## src/hdl/rdip_pkg.sv

```systemverilog
// constants and register layout for the automatic path remote defect insertion block
package rdip_pkg;
    // register addresses on the host interface
    localparam logic [15:0] ADDR_CTRL_2 = 16'h19c9; // delineation loss / label mismatch
    localparam logic [15:0] ADDR_CTRL_1 = 16'h19ca; // trace mismatch / unequipped
    localparam logic [15:0] ADDR_CTRL_0 = 16'h19cb; // pointer loss / alarm signal
    // field positions within each control byte
    localparam int HI_CODE_MSB = 7; // upper code field msb
    localparam int HI_CODE_LSB = 5; // upper code field lsb
    localparam int HI_EN_BIT   = 4; // upper enable bit
    localparam int LO_CODE_MSB = 3; // lower code field msb
    localparam int LO_CODE_LSB = 1; // lower code field lsb
    localparam int LO_EN_BIT   = 0; // lower enable bit
    // position of the code in the outbound overhead byte
    localparam int G1_CODE_MSB = 7; // code msb in outbound byte
    localparam int G1_CODE_LSB = 5; // code lsb in outbound byte
    localparam logic [7:0] CTRL_RESET = 8'h00; // control byte reset value
    localparam logic [2:0] CODE_NONE  = 3'h0;  // code sent with no defect
    localparam int NUM_DEFECTS = 6; // defect sources handled
    // defect index, which is also priority order (0 highest)
    typedef enum logic [2:0] {
        DEF_AIS  = 3'h0, // alarm signal
        DEF_LOP  = 3'h1, // pointer loss
        DEF_UNEQ = 3'h2, // unequipped
        DEF_TIM  = 3'h3, // trace mismatch
        DEF_PLM  = 3'h4, // label mismatch
        DEF_LCD  = 3'h5  // cell delineation loss
    } rdip_defect_t;
endpackage

```

## src/hdl/rdip_auto_insert.sv

```systemverilog
// control registers and automatic insertion of the path remote defect code
`timescale 1ns/100ps
module rdip_auto_insert (
    input  wire logic        clk_in,      // 10 MHz clock
    input  wire logic        rstn_in,     // synchronous reset, active low
    input  wire logic [15:0] addr_in,     // host register address
    input  wire logic [7:0]  wdata_in,    // host write data
    input  wire logic        wr_in,       // host write strobe, one cycle
    input  wire logic        rd_in,       // host read strobe
    output logic      [7:0]  rdata_out,   // host read data, registered
    input  wire logic        ais_in,      // alarm signal defect declared
    input  wire logic        lop_in,      // pointer loss declared
    input  wire logic        uneq_in,     // unequipped declared
    input  wire logic        tim_in,      // trace mismatch declared
    input  wire logic        plm_in,      // label mismatch declared
    input  wire logic        lcd_in,      // cell delineation loss declared
    input  wire logic [7:0]  g1_in,       // outbound overhead byte from upstream
    output logic      [7:0]  g1_out,      // outbound overhead byte with code, registered
    output logic             rdi_act_out  // an automatic code is being sent, registered
);
    ////////////////////////////////////////////////////////////////////////
    // control registers
    logic [7:0] ctrl0_ff; // pointer loss / alarm signal
    logic [7:0] ctrl1_ff; // trace mismatch / unequipped
    logic [7:0] ctrl2_ff; // delineation loss / label mismatch

    // host writes to the three control bytes
    always_ff @(posedge clk_in) begin
        if (!rstn_in) begin
            ctrl0_ff <= rdip_pkg::CTRL_RESET;
            ctrl1_ff <= rdip_pkg::CTRL_RESET;
            ctrl2_ff <= rdip_pkg::CTRL_RESET;
        end else if (wr_in) begin
            case (addr_in)
                rdip_pkg::ADDR_CTRL_0: ctrl0_ff <= wdata_in;
                rdip_pkg::ADDR_CTRL_1: ctrl1_ff <= wdata_in;
                rdip_pkg::ADDR_CTRL_2: ctrl2_ff <= wdata_in;
                default: ;                                   // unmapped ignored
            endcase
        end
    end

    // readback, unmapped reads as zero
    always_ff @(posedge clk_in) begin
        if (!rstn_in) begin
            rdata_out <= 8'h00;
        end else if (rd_in) begin
            case (addr_in)
                rdip_pkg::ADDR_CTRL_0: rdata_out <= ctrl0_ff;
                rdip_pkg::ADDR_CTRL_1: rdata_out <= ctrl1_ff;
                rdip_pkg::ADDR_CTRL_2: rdata_out <= ctrl2_ff;
                default:               rdata_out <= 8'h00;
            endcase
        end
    end

    ////////////////////////////////////////////////////////////////////////
    // field extraction, index order is the priority order
    logic [5:0]  enables; // per defect enable bits
    logic [5:0]  declared; // per defect declarations
    logic [17:0] codes;   // per defect code fields
    logic [5:0]  active;  // declared and enabled
    logic [2:0]  sel_code; // chosen code
    logic        sel_any;  // something chosen

    always_comb begin
        enables[rdip_pkg::DEF_AIS]  = ctrl0_ff[rdip_pkg::LO_EN_BIT];
        enables[rdip_pkg::DEF_LOP]  = ctrl0_ff[rdip_pkg::HI_EN_BIT];
        enables[rdip_pkg::DEF_UNEQ] = ctrl1_ff[rdip_pkg::LO_EN_BIT];
        enables[rdip_pkg::DEF_TIM]  = ctrl1_ff[rdip_pkg::HI_EN_BIT];
        enables[rdip_pkg::DEF_PLM]  = ctrl2_ff[rdip_pkg::LO_EN_BIT];
        enables[rdip_pkg::DEF_LCD]  = ctrl2_ff[rdip_pkg::HI_EN_BIT];
        codes[0 +: 3]  = ctrl0_ff[rdip_pkg::LO_CODE_MSB:rdip_pkg::LO_CODE_LSB];
        codes[3 +: 3]  = ctrl0_ff[rdip_pkg::HI_CODE_MSB:rdip_pkg::HI_CODE_LSB];
        codes[6 +: 3]  = ctrl1_ff[rdip_pkg::LO_CODE_MSB:rdip_pkg::LO_CODE_LSB];
        codes[9 +: 3]  = ctrl1_ff[rdip_pkg::HI_CODE_MSB:rdip_pkg::HI_CODE_LSB];
        codes[12 +: 3] = ctrl2_ff[rdip_pkg::LO_CODE_MSB:rdip_pkg::LO_CODE_LSB];
        codes[15 +: 3] = ctrl2_ff[rdip_pkg::HI_CODE_MSB:rdip_pkg::HI_CODE_LSB];
        declared = {lcd_in, plm_in, tim_in, uneq_in, lop_in, ais_in};
    end

    assign active = declared & enables; // disabled defects never insert

    // priority choice among active defects
    rdip_select u_sel (
        .active_in (active),
        .codes_in  (codes),
        .code_out  (sel_code),
        .any_out   (sel_any)
    );

    ////////////////////////////////////////////////////////////////////////
    // outbound byte: code in bits 7..5, rest passed through
    logic [7:0] nxt_g1; // next outbound byte

    always_comb begin
        nxt_g1 = g1_in;
        nxt_g1[rdip_pkg::G1_CODE_MSB:rdip_pkg::G1_CODE_LSB] = sel_code;
    end

    // registered output stage
    always_ff @(posedge clk_in) begin
        if (!rstn_in) begin
            g1_out      <= 8'h00;
            rdi_act_out <= 1'b0;
        end else begin
            g1_out      <= nxt_g1;
            rdi_act_out <= sel_any;
        end
    end

    ////////////////////////////////////////////////////////////////////////
    // assertions
    property p_ais_code; // alarm code wins when enabled
        @(posedge clk_in) disable iff (!rstn_in)
        (ais_in && ctrl0_ff[0]) |=> (g1_out[7:5] == $past(ctrl0_ff[3:1]));
    endproperty
    a_ais_code: assert property (p_ais_code) else $error("alarm code not sent");

    property p_ais_off;
        @(posedge clk_in) disable iff (!rstn_in)
        (!ctrl0_ff[0] && !(lop_in && ctrl0_ff[4]) && !(uneq_in && ctrl1_ff[0]) && !(tim_in && ctrl1_ff[4])
         && !(plm_in && ctrl2_ff[0]) && !(lcd_in && ctrl2_ff[4])) |=> (g1_out[7:5] == 3'h0);
    endproperty
    a_ais_off: assert property (p_ais_off) else $error("code sent without enabled defect");

    property p_tim_code;
        @(posedge clk_in) disable iff (!rstn_in)
        (tim_in && ctrl1_ff[4] && !(ais_in && ctrl0_ff[0]) && !(lop_in && ctrl0_ff[4])
         && !(uneq_in && ctrl1_ff[0])) |=> (g1_out[7:5] == $past(ctrl1_ff[7:5]));
    endproperty
    a_tim_code: assert property (p_tim_code) else $error("trace mismatch code wrong");

    property p_lcd_code;
        @(posedge clk_in) disable iff (!rstn_in)
        (active == 6'h20) |=> (g1_out[7:5] == $past(ctrl2_ff[7:5]));
    endproperty
    a_lcd_code: assert property (p_lcd_code) else $error("delineation loss code wrong");

    property p_lop_code;
        @(posedge clk_in) disable iff (!rstn_in)
        (active[1:0] == 2'h2) |=> (g1_out[7:5] == $past(ctrl0_ff[7:5]));
    endproperty
    a_lop_code: assert property (p_lop_code) else $error("pointer loss code wrong");

    property p_uneq_code;
        @(posedge clk_in) disable iff (!rstn_in)
        (active[2:0] == 3'h4) |=> (g1_out[7:5] == $past(ctrl1_ff[3:1]));
    endproperty
    a_uneq_code: assert property (p_uneq_code) else $error("unequipped code wrong");

    property p_plm_code;
        @(posedge clk_in) disable iff (!rstn_in)
        (active[4:0] == 5'h10) |=> (g1_out[7:5] == $past(ctrl2_ff[3:1]));
    endproperty
    a_plm_code: assert property (p_plm_code) else $error("label mismatch code wrong");

    property p_pass;
        @(posedge clk_in) disable iff (!rstn_in)
        1'b1 |=> (g1_out[4:0] == $past(g1_in[4:0]));
    endproperty
    a_pass: assert property (p_pass) else $error("low overhead bits altered");

    property p_act;
        @(posedge clk_in) disable iff (!rstn_in)
        (active != 6'h00) |=> rdi_act_out;
    endproperty
    a_act: assert property (p_act) else $error("activity flag missing");

    c_ais:  cover property (@(posedge clk_in) disable iff (!rstn_in) ais_in && ctrl0_ff[0]);
    c_multi: cover property (@(posedge clk_in) disable iff (!rstn_in) active[3] && active[5]);
    c_lcd:  cover property (@(posedge clk_in) disable iff (!rstn_in) active == 6'h20);
    c_all:  cover property (@(posedge clk_in) disable iff (!rstn_in) active == 6'h3f);
    c_rd:   cover property (@(posedge clk_in) disable iff (!rstn_in) rd_in && (addr_in == rdip_pkg::ADDR_CTRL_1));

    ////////////////////////////////////////////////////////////////////////
    // register bus checks: writes land, reads answer one edge later
    property p_wr_ctrl0; // byte 0 takes the written value
        @(posedge clk_in) disable iff (!rstn_in)
        (wr_in && (addr_in == rdip_pkg::ADDR_CTRL_0)) |=> (ctrl0_ff == $past(wdata_in));
    endproperty
    a_wr_ctrl0: assert property (p_wr_ctrl0) else $error("byte 0 write lost");

    property p_wr_ctrl1; // byte 1 takes the written value
        @(posedge clk_in) disable iff (!rstn_in)
        (wr_in && (addr_in == rdip_pkg::ADDR_CTRL_1)) |=> (ctrl1_ff == $past(wdata_in));
    endproperty
    a_wr_ctrl1: assert property (p_wr_ctrl1) else $error("byte 1 write lost");

    property p_wr_ctrl2; // byte 2 takes the written value
        @(posedge clk_in) disable iff (!rstn_in)
        (wr_in && (addr_in == rdip_pkg::ADDR_CTRL_2)) |=> (ctrl2_ff == $past(wdata_in));
    endproperty
    a_wr_ctrl2: assert property (p_wr_ctrl2) else $error("byte 2 write lost");

    property p_rd_ctrl0; // byte 0 readback, old value on same-cycle write
        @(posedge clk_in) disable iff (!rstn_in)
        (rd_in && (addr_in == rdip_pkg::ADDR_CTRL_0)) |=> (rdata_out == $past(ctrl0_ff));
    endproperty
    a_rd_ctrl0: assert property (p_rd_ctrl0) else $error("byte 0 readback wrong");

    property p_rd_ctrl1; // byte 1 readback
        @(posedge clk_in) disable iff (!rstn_in)
        (rd_in && (addr_in == rdip_pkg::ADDR_CTRL_1)) |=> (rdata_out == $past(ctrl1_ff));
    endproperty
    a_rd_ctrl1: assert property (p_rd_ctrl1) else $error("byte 1 readback wrong");

    property p_rd_ctrl2; // byte 2 readback
        @(posedge clk_in) disable iff (!rstn_in)
        (rd_in && (addr_in == rdip_pkg::ADDR_CTRL_2)) |=> (rdata_out == $past(ctrl2_ff));
    endproperty
    a_rd_ctrl2: assert property (p_rd_ctrl2) else $error("byte 2 readback wrong");

    property p_rd_unmapped; // holes in the map read as zero
        @(posedge clk_in) disable iff (!rstn_in)
        (rd_in && (addr_in != rdip_pkg::ADDR_CTRL_0) && (addr_in != rdip_pkg::ADDR_CTRL_1)
         && (addr_in != rdip_pkg::ADDR_CTRL_2)) |=> (rdata_out == 8'h00);
    endproperty
    a_rd_unmapped: assert property (p_rd_unmapped) else $error("unmapped read not zero");

    property p_rd_hold; // read data stands until the next read
        @(posedge clk_in) disable iff (!rstn_in)
        (!rd_in) |=> $stable(rdata_out);
    endproperty
    a_rd_hold: assert property (p_rd_hold) else $error("read data moved without read");

    property p_idle_act; // no enabled defect, no activity flag
        @(posedge clk_in) disable iff (!rstn_in)
        (active == 6'h00) |=> !rdi_act_out;
    endproperty
    a_idle_act: assert property (p_idle_act) else $error("activity flag without defect");
endmodule

```

## src/hdl/rdip_select.sv

```systemverilog
// priority selector choosing one code among enabled active defects
`timescale 1ns/100ps
module rdip_select (
    input  wire logic [5:0]  active_in, // defect declared and enabled, index = priority
    input  wire logic [17:0] codes_in,  // three code bits per defect
    output logic      [2:0]  code_out,  // chosen code
    output logic             any_out    // some defect selected
);
    // lowest index wins; scan from lowest priority upward so the best overwrites
    always_comb begin
        code_out = rdip_pkg::CODE_NONE; // idle sends zeros
        any_out  = 1'b0;
        for (int i = rdip_pkg::NUM_DEFECTS - 1; i >= 0; i--) begin
            if (active_in[i]) begin
                code_out = codes_in[i*3 +: 3];
                any_out  = 1'b1;
            end
        end
    end
endmodule

```

## config.mk

```make
export PLATFORM = sky130hd
export DESIGN_NAME = rdip_auto_insert
export DESIGN_NICKNAME = d
export VERILOG_FILES = /design/src/hdl/rdip_pkg.sv /design/src/hdl/rdip_auto_insert.sv /design/src/hdl/rdip_select.sv
export SDC_FILE = /design/constraint.sdc
export NUM_CORES = 1
export LEC_CHECK = 0
export ABC_AREA = 1
export BUFFER_PORTS_ARGS = -buffer_cell sky130_fd_sc_hd__buf_2
export CAP_MARGIN = 0
export CORE_ASPECT_RATIO = 1.75
export CORE_UTILIZATION = 40
export CTS_BUF_LIST = sky130_fd_sc_hd__clkbuf_4
export DETAILED_ROUTE_END_ITERATION = 8
export GPL_ROUTABILITY_DRIVEN = 0
export PLACE_DENSITY = 0.66
export RECOVER_POWER = 25
export SLEW_MARGIN = 20
export SYNTH_ARGS = -nofsm -noshare
export SYNTH_HDL_FRONTEND = slang
export SYNTH_HIERARCHICAL = 1
export SYNTH_SLANG_ARGS = --single-unit
```

## constraint.sdc

```tcl
create_clock -name clk_in -period 2.8 [get_ports clk_in]
set_input_delay 0.14 -clock clk_in [delete_from_list [all_inputs] [get_ports clk_in]]
set_output_delay 0.14 -clock clk_in [all_outputs]
set_load 0.02 [all_outputs]
```

==> results.sh, run 1 <==
export IMPL_multi_input_comb_area_um2=907
export IMPL_worst_setup_hold_path_clk_slew_ns=0.12
export IMPL_dr_pass1_iters=4
export IMPL_layout_area_seq_um2=821
export IMPL_cts_tree="yes"
export IMPL_final_setup_viol_count=0
export IMPL_starting_utilization_of_the_core_area=0.422
export IMPL_worst_r2r_cell_count=7
export IMPL_maximum_number_of_pins_on_one_net_before_global_route_repair=35
export IMPL_cts_buffers_inserted=5
export IMPL_power_frac_comb=0.082
export IMPL_area_growth_pct=17.8
export IMPL_placement_rows=33
export IMPL_initial_antenna_violation_count=0
export IMPL_synth_fa_ha_area_frac=0
export IMPL_postSynthRegisterBits=41
export IMPL_synthesis_instances=282
export IMPL_report_final_hold_viol_count=0
export IMPL_crit_reg2reg_launch="ctrl0_ff[4]"
export IMPL_first_global_vias=1773
export IMPL_wire_length_of_the_first_global_routing_pass_um=7550
export IMPL_power_frac_clock=0.298
export IMPL_synth_simple_area_share=0.286
export IMPL_core_area_um2=4750
export IMPL_drt_drc_violations_left=0
export IMPL_place_port_buffers=55
export IMPL_critPathLaunchType="input port"
export IMPL_relSlewSlack=0.650
export IMPL_total_switching_power_uw=236
export IMPL_worstMarginPinSlew_ns=0.525
export IMPL_kind_of_critical_path="in2reg"
export IMPL_nFillCells=532
export IMPL_detail_routed_via_count_per_cell=4.90
export IMPL_cts_repair_timing_setup_buffer_count=0
export IMPL_ys_warn_count=6
export IMPL_detail_route_iter0_violations=47
export IMPL_antennaDiodeCount=0
export IMPL_syn_cell_area_um2=2000
export IMPL_synthMuxAreaShare=0
export IMPL_grt_use_total=0.184
export IMPL_setup_worst_path_start="addr_in[9]"
export IMPL_yosys_area_share_xor_xnor=0
export IMPL_ctsHtreeMaxLevel=2
export IMPL_power_static_leakage_uw=0.00112
export IMPL_route_vias_total=1925
export IMPL_p_total_uw=948
export IMPL_reg2reg_to="g1_out[7]"
export IMPL_cap_viol_max_count=0
export IMPL_die_area_um2=5300
export IMPL_detail_route_antenna_nets=0
export IMPL_detailed_placement_wirelength_estimate_um=3520
export IMPL_combinational_family_with_the_most_area_after_synthesis="simple AND/OR/NAND/NOR gates"
export IMPL_powerDensity_nw_per_um2=402
export IMPL_status="complete, no violations"
export IMPL_finClkSkew_ns=0.0159
export IMPL_synth_cell_type_count=22
export IMPL_count_of_clock_tree_sinks=41
export IMPL_postLayoutCoreUtil=0.497
export IMPL_finish_net_count=382
export IMPL_type_of_destination_of_the_critical_path="flop"
export IMPL_route_detailed_wl_per_inst_um=12.0
export IMPL_slew_violations=0
export IMPL_holdCritPathClass="in2reg"
export IMPL_rsz0062_at_grt="false"
export IMPL_drive_above_1_share=0.211
export IMPL_post_synthesis_net_count=324
export IMPL_ctsLongestPathBuffers=2
export IMPL_min_path_cells=3
export IMPL_internal_power_uw=712
export IMPL_cts_root_buf="clkbuf_4"
export IMPL_final_min_clock_period_ns=1.29
export IMPL_proportion_of_synthesized_chip_area_in_sequential_cells=0.410
export IMPL_cp_required_ns=3.05
export IMPL_clock_latency_ns=0.35
export IMPL_setup_total_negative_slack_ns=0
export IMPL_power_switching_fraction=0.249
export IMPL_critPathMaxFanout=27
export IMPL_post_cts_resized_instances=0
export IMPL_synthesized_area_fraction_occupied_by_ao_oa_aoi_and_oai_cells=0.168
export IMPL_post_synthesis_area_per_instance_um2=7.10
export IMPL_post_route_period_util=0.460
export IMPL_r2r_slack_ns=1.61
export IMPL_chipHeight_um=95.6
export IMPL_number_of_top_level_design_ports=59
export IMPL_achievable_clock_frequency_mhz=776
export IMPL_ir_worst_vdd_v=0.000300
export IMPL_arrival_ns=1.54
export IMPL_grt_overflow_total=0
export IMPL_setup_worst_path_end="ctrl1_ff[3]"
export IMPL_seq_power_share=0.620
export IMPL_chipWidth_um=55.5
export IMPL_routed_wl_um=4700
## placed cells by master, fill, tap and decap left out, drive strengths merged
cell	n
clkbuf	12
a21oi	41
dlygate4sd3	5
dfxtp	41
buf	48
inv	53
nand2	53
nand4	1
nor3	1
clkinv	3
o21ai	24
nor2	21
nand3	38
## synthesized netlist by cell type
library cell   n  share of area
a21oi_1       38          0.095
a21oi_2        3          0.013
buf_2          1         0.0025
buf_6          5          0.028
clkbuf_1       3         0.0056
dfxtp_1       41           0.41
inv_1         52          0.098
inv_2          1         0.0019
nand2_1       49          0.092
nand2_2        3         0.0094
nand2_4        1         0.0056
nand3_1       35          0.088
nand3_2        1         0.0050
nand3_4        2          0.017
nand4_1        1         0.0031
nor2_1        13          0.024
nor2_2         4          0.012
nor2_4         3          0.017
nor2_8         1          0.010
nor3_1         1         0.0025
o21ai_0       20          0.050
o21ai_1        4          0.010
## logic make-up (layout without fill, tap and decap cells)
group	Yosys count	count (layout)
AND/OR/NAND/NOR	114	114
AO/OA/AOI/OAI	65	65
buffers and inverters	62	121
flip-flops	41	41
## worst min path at each step
stage | startpoint | to | slack (ns)
6_report | wdata_in[6] | ctrl0_ff[6] | 0.08
5_1_grt | rd_in | rdata_out[2] | 0.09
4_1_cts | wdata_in[5] | ctrl1_ff[5] | 0.07
3_5_place_dp | g1_in[2] | g1_out[2] | 0.33
3_3_place_gp | g1_in[1] | g1_out[1] | 0.32
2_1_floorplan | g1_in[0] | g1_out[0] | 0.24
## sequential cells by signal (all words and copies together) (netlist names)
name,cells
ctrl2_ff,8
ctrl0_ff,8
g1_out,8
rdi_act_out,1
rdata_out,8
ctrl1_ff,8
## worst max-delay path, stage by stage
cell     delay, ns
buf_2         0.10
nor2_1        0.09
nand2_1       0.13
nor2_8        0.35
nand3_2       0.38
o21ai_0       0.28
a21oi_1       0.06
## area by class of cell
class                      instances  area share
sequential                        41       0.348
timing repair buffer              60       0.134
inverter                          53      0.0844
tap                               52      0.0276
multi-input combinational        179       0.385
clock inverter                     3     0.00531
clock buffer                       5      0.0159
## stage by stage
step / std cells / area [µm²] / setup slack (ns) / hold slack, ns
floorplan: 282 / 2000 / 1.69 / 0.238
global placement: 380 / 2270 / 1.21 / 0.319
detailed placement: 380 / 2270 / 1.17 / 0.326
CTS: 393 / 2370 / 1.55 / 0.0702
global route: 393 / 2360 / 1.36 / 0.0890
finish: 393 / 2360 / 1.51 / 0.0812
## layer usage
metal / vias to the layer above / routed length [µm] / GRT usage
li1: 1009 / - / -
met1: 841 / 1850 / 0.176
met2: 67 / 2540 / 0.374
met3: 8 / 200 / 0.0285
met4: 0 / 108 / 0.0833
met5: - / 0 / 0
## power by group through the flow
| stage | combinational [µW] | clock [µW] | sequential [µW] |
|---|---|---|---|
| floorplan | 30.1 | 0 | 606 |
| global placement | 73.5 | 0 | 601 |
| detailed placement | 74.5 | 0 | 601 |
| CTS | 80.2 | 291 | 588 |
| global route | 87.1 | 308 | 588 |
| finish | 78.0 | 283 | 588 |
## what timing repair did
item | in CTS | in global routing
endpoints found under the setup margin | 0 | 0
hold buffers | 5 | 0
hold endpoints to repair | 5 | 0
(Power assumes the default switching activity.)
==> run 2, diff against run 1 <==
--- a/config.mk
+++ b/config.mk
@@ -13,7 +13,7 @@
 export CTS_BUF_LIST = sky130_fd_sc_hd__clkbuf_4
 export DETAILED_ROUTE_END_ITERATION = 8
 export GPL_ROUTABILITY_DRIVEN = 0
-export PLACE_DENSITY = 0.66
+export PLACE_DENSITY = 0.69
 export RECOVER_POWER = 25
 export SLEW_MARGIN = 20
 export SYNTH_ARGS = -nofsm -noshare
==> constraint.sdc (replaced) <==
create_clock -name clk_in -period 1.1 [get_ports clk_in]
set_input_delay 0.055 -clock clk_in [delete_from_list [all_inputs] [get_ports clk_in]]
set_output_delay 0.055 -clock clk_in [all_outputs]
set_load 0.02 [all_outputs]
==> results.sh, run 2 (synthesis gave the netlist of run 1 again) <==
export IMPL_dr_pass1_iters=4
export IMPL_grt_overflow_total=0
export IMPL_power_switching_fraction=0.219
export IMPL_final_min_clock_period_ns=1.06
export IMPL_finish_net_count=398
export IMPL_final_common_cell="buf_2"
export IMPL_finalHoldWorstSlack_ns=0.00874
export IMPL_detail_route_iter0_violations=48
export IMPL_starting_utilization_of_the_core_area=0.422
export IMPL_critPathMaxFanout=6
export IMPL_chipWidth_um=55.5
export IMPL_finish_instance_area_um2=2630
export IMPL_powerDensity_nw_per_um2=1020
export IMPL_cts_root_buf="clkbuf_4"
export IMPL_cap_viol_max_count=0
export IMPL_holdCritPathClass="in2reg"
export IMPL_finClkSkew_ns=0.0104
export IMPL_reg2reg_to="g1_out[5]"
export IMPL_cts_tree="yes"
export IMPL_seq_power_share=0.560
export IMPL_total_switching_power_uw=585
export IMPL_rsz0062_at_grt="true"
export IMPL_ir_worst_vdd_v=0.000966
export IMPL_core_area_um2=4750
export IMPL_achievable_clock_frequency_mhz=944
export IMPL_postLayoutCoreUtil=0.553
export IMPL_ctsHtreeMaxLevel=2
export IMPL_detail_routed_via_count_per_cell=4.93
export IMPL_relSlewSlack=0.686
export IMPL_dpl_instance_area_um2=2380
export IMPL_min_setup_slack_post_route_ns=0.0406
export IMPL_cp_required_ns=1.35
export IMPL_min_to="ctrl2_ff[2]"
export IMPL_power_frac_clock=0.361
export IMPL_detail_route_antenna_nets=0
export IMPL_setup_total_negative_slack_ns=0
export IMPL_power_frac_comb=0.079
export IMPL_clock_latency_ns=0.35
export IMPL_status="complete, no violations"
export IMPL_cts_buffers_inserted=5
export IMPL_nFillCells=479
export IMPL_place_worst_setup_slack_ns=-0.136
export IMPL_worstMarginPinSlew_ns=0.470
export IMPL_worst_setup_hold_path_clk_slew_ns=0.12
export IMPL_number_of_top_level_design_ports=59
export IMPL_arrival_ns=1.31
export IMPL_drive_above_1_share=0.356
export IMPL_first_global_vias=1757
export IMPL_antennaDiodeCount=0
export IMPL_slew_violations=0
export IMPL_kind_of_critical_path="reg2reg"
export IMPL_detailed_placement_wirelength_estimate_um=3900
export IMPL_route_vias_total=2017
export IMPL_critPathLaunchType="flop"
export IMPL_report_final_hold_viol_count=0
export IMPL_type_of_destination_of_the_critical_path="flop"
export IMPL_die_area_um2=5300
export IMPL_routed_wl_um=5180
export IMPL_r2r_slack_ns=0.04
export IMPL_chipHeight_um=95.6
export IMPL_final_setup_viol_count=0
export IMPL_grt_use_total=0.196
export IMPL_post_route_period_util=0.963
export IMPL_hold_path_startpoint="wdata_in[2]"
export IMPL_placement_rows=33
export IMPL_ctsLongestPathBuffers=2
export IMPL_maximum_number_of_pins_on_one_net_before_global_route_repair=27
export IMPL_place_port_buffers=55
export IMPL_min_path_cells=3
export IMPL_internal_power_uw=2090
export IMPL_power_static_leakage_uw=0.00125
export IMPL_worst_r2r_cell_count=8
export IMPL_initial_antenna_violation_count=0
export IMPL_route_detailed_wl_per_inst_um=12.7
export IMPL_area_growth_pct=31.1
export IMPL_wire_length_of_the_first_global_routing_pass_um=8010
export IMPL_crit_reg2reg_launch="ctrl0_ff[0]"
export IMPL_drt_drc_violations_left=0
export IMPL_count_of_clock_tree_sinks=41
export IMPL_commonest_cells_after_routing_fill_and_taps_aside="buf_2 (55), inv_1 (43), nand2_1 (42), nand3_1 (35), dfxtp_1 (35)"
## run 2: changes by cell type in the layout (fill, tap and decap cells not counted), sizes merged
cell	previous run	this run
clkinv	3	1
clkbuf	12	7
buf	48	69
bufinv	0	1
dlygate4sd3	5	6
## run 2: per-stage QoR
| step | total power, µW | cells |
|---|---|---|
| after floorplan | 1620 | 282 |
| after global placement | 1720 | 392 |
| after detailed placement | 1730 | 392 |
| after CTS | 2710 | 406 |
| after global routing | 2780 | 409 |
| final | 2670 | 409 |
## run 2: worst max path at each step
| stage | from | slack, ns | cells past startpoint | endpoint |
|---|---|---|---|---|
| detailed placement | addr_in[9] | -0.14 | 8 | ctrl0_ff[1] |
| global route | ctrl2_ff[0] | -0.04 | 9 | g1_out[7] |
| global placement | addr_in[5] | -0.11 | 7 | ctrl0_ff[2] |
| floorplan | addr_in[5] | 0.07 | 7 | ctrl2_ff[5] |
| finish | ctrl0_ff[0] | 0.04 | 8 | g1_out[5] |
| CTS | ctrl2_ff[0] | 0.009 | 9 | g1_out[7] |
## run 2: power groups by stage
stage / registers, µW / clock network [µW] / logic (µW)
4_1_cts: 1500 / 998 / 214
6_report: 1490 / 964 / 211
2_1_floorplan: 1540 / 0 / 76.5
5_1_grt: 1500 / 1050 / 232
3_3_place_gp: 1530 / 0 / 195
3_5_place_dp: 1530 / 0 / 197
## run 2: repair_timing
item	CTS	global route
endpoints found under the hold margin	6	0
pin swaps	0	13
setup buffers	0	3
setup endpoints to repair	3	4
cloned	0	0
gates resized for setup	5	41
hold buffers	6	0
## run 2: worst max-delay path, cell delays in order, from the launching register on
cell	delay [ns]
dfxtp_2	0.34
nand2_1	0.05
inv_1	0.07
inv_2	0.11
nand2_2	0.07
a21oi_2	0.15
a21oi_2	0.07
nand2_1	0.06
inv_1	0.04
## run 2: per-layer routing
| metal | GRT usage | up-vias | wire, µm |
|---|---|---|---|
| met2 | 0.365 | 86 | 2710 |
| met1 | 0.198 | 865 | 2000 |
| met5 | 0 | - | 0 |
| met4 | 0.119 | 0 | 219 |
| met3 | 0.0421 | 21 | 251 |
| li1 | - | 1045 | - |
## run 2: area by class of cell
type | instances | area [µm²] | area share
timing repair buffer | 76 | 469 | 0.179
inverter | 53 | 216 | 0.0825
sequential | 41 | 828 | 0.316
multi-input combinational | 179 | 967 | 0.368
tap | 52 | 65.1 | 0.0248
clock inverter | 2 | 33.8 | 0.0129
clock buffer | 6 | 45.0 | 0.0172
==> run 3, diff against run 2 <==
==> constraint.sdc (replaced) <==
create_clock -name clk_in -period 1.1 [get_ports clk_in]
set_input_delay 0.055 -clock clk_in [delete_from_list [all_inputs] [get_ports clk_in]]
set_output_delay 0.055 -clock clk_in [all_outputs]
set_load 0.01 [all_outputs]
==> results.sh, run 3 (synthesis gave the netlist of run 1 again) <==
export IMPL_cap_viol_max_count=0
export IMPL_worstMarginPinSlew_ns=0.470
export IMPL_place_port_buffers=55
export IMPL_worstPathCellList="nand2_1 > inv_2 > inv_4 > nand3_1 > nand2_1 > nand2_2 > a21oi_2 > nand2_1 > inv_1"
export IMPL_ctsLongestPathBuffers=2
export IMPL_drive_above_1_share=0.347
export IMPL_ir_worst_vdd_v=0.000964
export IMPL_cts_buffers_inserted=5
export IMPL_grt_use_total=0.196
export IMPL_clock_latency_ns=0.35
export IMPL_drt_drc_violations_left=0
export IMPL_antennaDiodeCount=0
export IMPL_rsz0062_at_grt="true"
export IMPL_finClkSkew_ns=0.00987
export IMPL_slew_violations=0
export IMPL_worst_setup_hold_path_clk_slew_ns=0.12
export IMPL_status="complete, no violations"
export IMPL_relSlewSlack=0.686
export IMPL_detailed_placement_wirelength_estimate_um=3900
export IMPL_detail_route_iter0_violations=58
export IMPL_critPathLaunchType="flop"
export IMPL_power_static_leakage_uw=0.00124
export IMPL_cp_top_family="simple AND/OR/NAND/NOR gates"
export IMPL_crit_path_frequent_cell="nand2_1"
export IMPL_achievable_clock_frequency_mhz=932
export IMPL_critPathMaxFanout=4
export IMPL_powerDensity_nw_per_um2=1010
export IMPL_number_of_top_level_design_ports=59
export IMPL_commonest_cells_after_routing_fill_and_taps_aside="buf_2 (52), inv_1 (43), nand2_1 (42), nand3_1 (35), dfxtp_1 (35)"
export IMPL_core_area_um2=4750
export IMPL_final_common_cell="buf_2"
export IMPL_chipHeight_um=95.6
export IMPL_cp_required_ns=1.39
export IMPL_die_area_um2=5300
export IMPL_routed_wl_um=5170
export IMPL_area_growth_pct=31.6
export IMPL_detail_routed_via_count_per_cell=4.90
export IMPL_holdCritPathClass="in2reg"
export IMPL_placement_rows=33
export IMPL_arrival_ns=1.37
export IMPL_crit_path_buf_inv_count=3
export IMPL_place_detailed_instances=392
export IMPL_detail_route_antenna_nets=0
export IMPL_p_total_uw=2660
export IMPL_type_of_destination_of_the_critical_path="flop"
export IMPL_layout_cells_non_filler=409
export IMPL_post_route_period_util=0.976
export IMPL_dr_pass1_iters=4
export IMPL_report_final_hold_viol_count=0
export IMPL_initial_antenna_violation_count=0
export IMPL_cts_root_buf="clkbuf_4"
export IMPL_maximum_number_of_pins_on_one_net_before_global_route_repair=27
export IMPL_route_detailed_wl_per_inst_um=12.6
export IMPL_final_min_clock_period_ns=1.07
export IMPL_final_setup_viol_count=0
export IMPL_starting_utilization_of_the_core_area=0.422
export IMPL_ctsHtreeMaxLevel=2
export IMPL_chipWidth_um=55.5
export IMPL_route_vias_total=2005
export IMPL_worst_path_max_delay_cell="dfxtp_2"
export IMPL_count_of_clock_tree_sinks=41
export IMPL_critical_path_max_stage_delay_ns=0.35
export IMPL_grt_overflow_total=0
export IMPL_kind_of_critical_path="reg2reg"
export IMPL_wire_length_of_the_first_global_routing_pass_um=8010
export IMPL_finish_net_count=398
export IMPL_first_global_vias=1757
export IMPL_cts_tree="yes"
==> run 3: layout make-up <==
cell class | instances | area, µm²
inverters | 53 | 216
well taps | 52 | 65.1
clock buffers | 6 | 45.0
repair buffers | 76 | 465
multi-input cells | 179 | 980
fillers | 476 | 2110
flip-flops and latches | 41 | 828
clock inverters | 2 | 33.8
==> run 3: routing by layer <==
layer  vias up  GRT usage  share of wire
li1       1043          -              -
met5         -          0              0
met3        20     0.0421          0.060
met2        84      0.365           0.52
met4         0      0.119          0.043
met1       858      0.198           0.38
==> run 3: path summary, 6_finish.rpt <==
| path | startpoint | endpoint | slack, ns | cells after the start |
|---|---|---|---|---|
| setup / recovery | ctrl2_ff[0] | g1_out[7] | 0.03 | 9 |
| hold / removal | wdata_in[2] | ctrl2_ff[2] | 0.009 | 3 |
| hold reg to reg | rdata_out[2] | rdata_out[2] | 0.47 | 2 |
| setup reg to reg | ctrl2_ff[0] | g1_out[7] | 0.03 | 9 |
==> run 3: worst reg2reg max path, stage by stage (launching register included) <==
cell	delay, ns
dfxtp_2	0.35
nand2_1	0.06
inv_2	0.07
inv_4	0.07
nand3_1	0.07
nand2_1	0.09
nand2_2	0.07
a21oi_2	0.14
nand2_1	0.06
inv_1	0.05
==> run 3: through the flow <==
step / util / hold WS (ns) / worst slack (ns) / TNS, ns / instance area, µm²
after floorplan: - / 0.153 / 0.0724 / 0 / 2000
after global placement: 0.502 / 0.237 / -0.107 / -2.10 / 2380
after detailed placement: 0.502 / 0.242 / -0.136 / -2.84 / 2380
after CTS: 0.532 / 0.00111 / 0.00881 / 0 / 2530
after global routing: 0.555 / 0.00472 / -0.0351 / -0.108 / 2630
final: 0.555 / 0.00877 / 0.0268 / 0 / 2630
==> run 3: what timing repair did <==
action	CTS	global route
hold buffers	6	0
gates cloned	0	0
setup endpoints to repair	3	4
pin swaps	0	13
setup buffers	0	3
endpoints found under the hold margin	6	0
gates resized for setup	5	41
==> run 3: where the power goes <==
group / total (µW) / switching (µW) / internal [µW]
Clock: 961 / 463 / 498
Combinational: 204 / 111 / 93.2
Sequential: 1500 / 1.80 / 1490
Total: 2660 / 576 / 2080
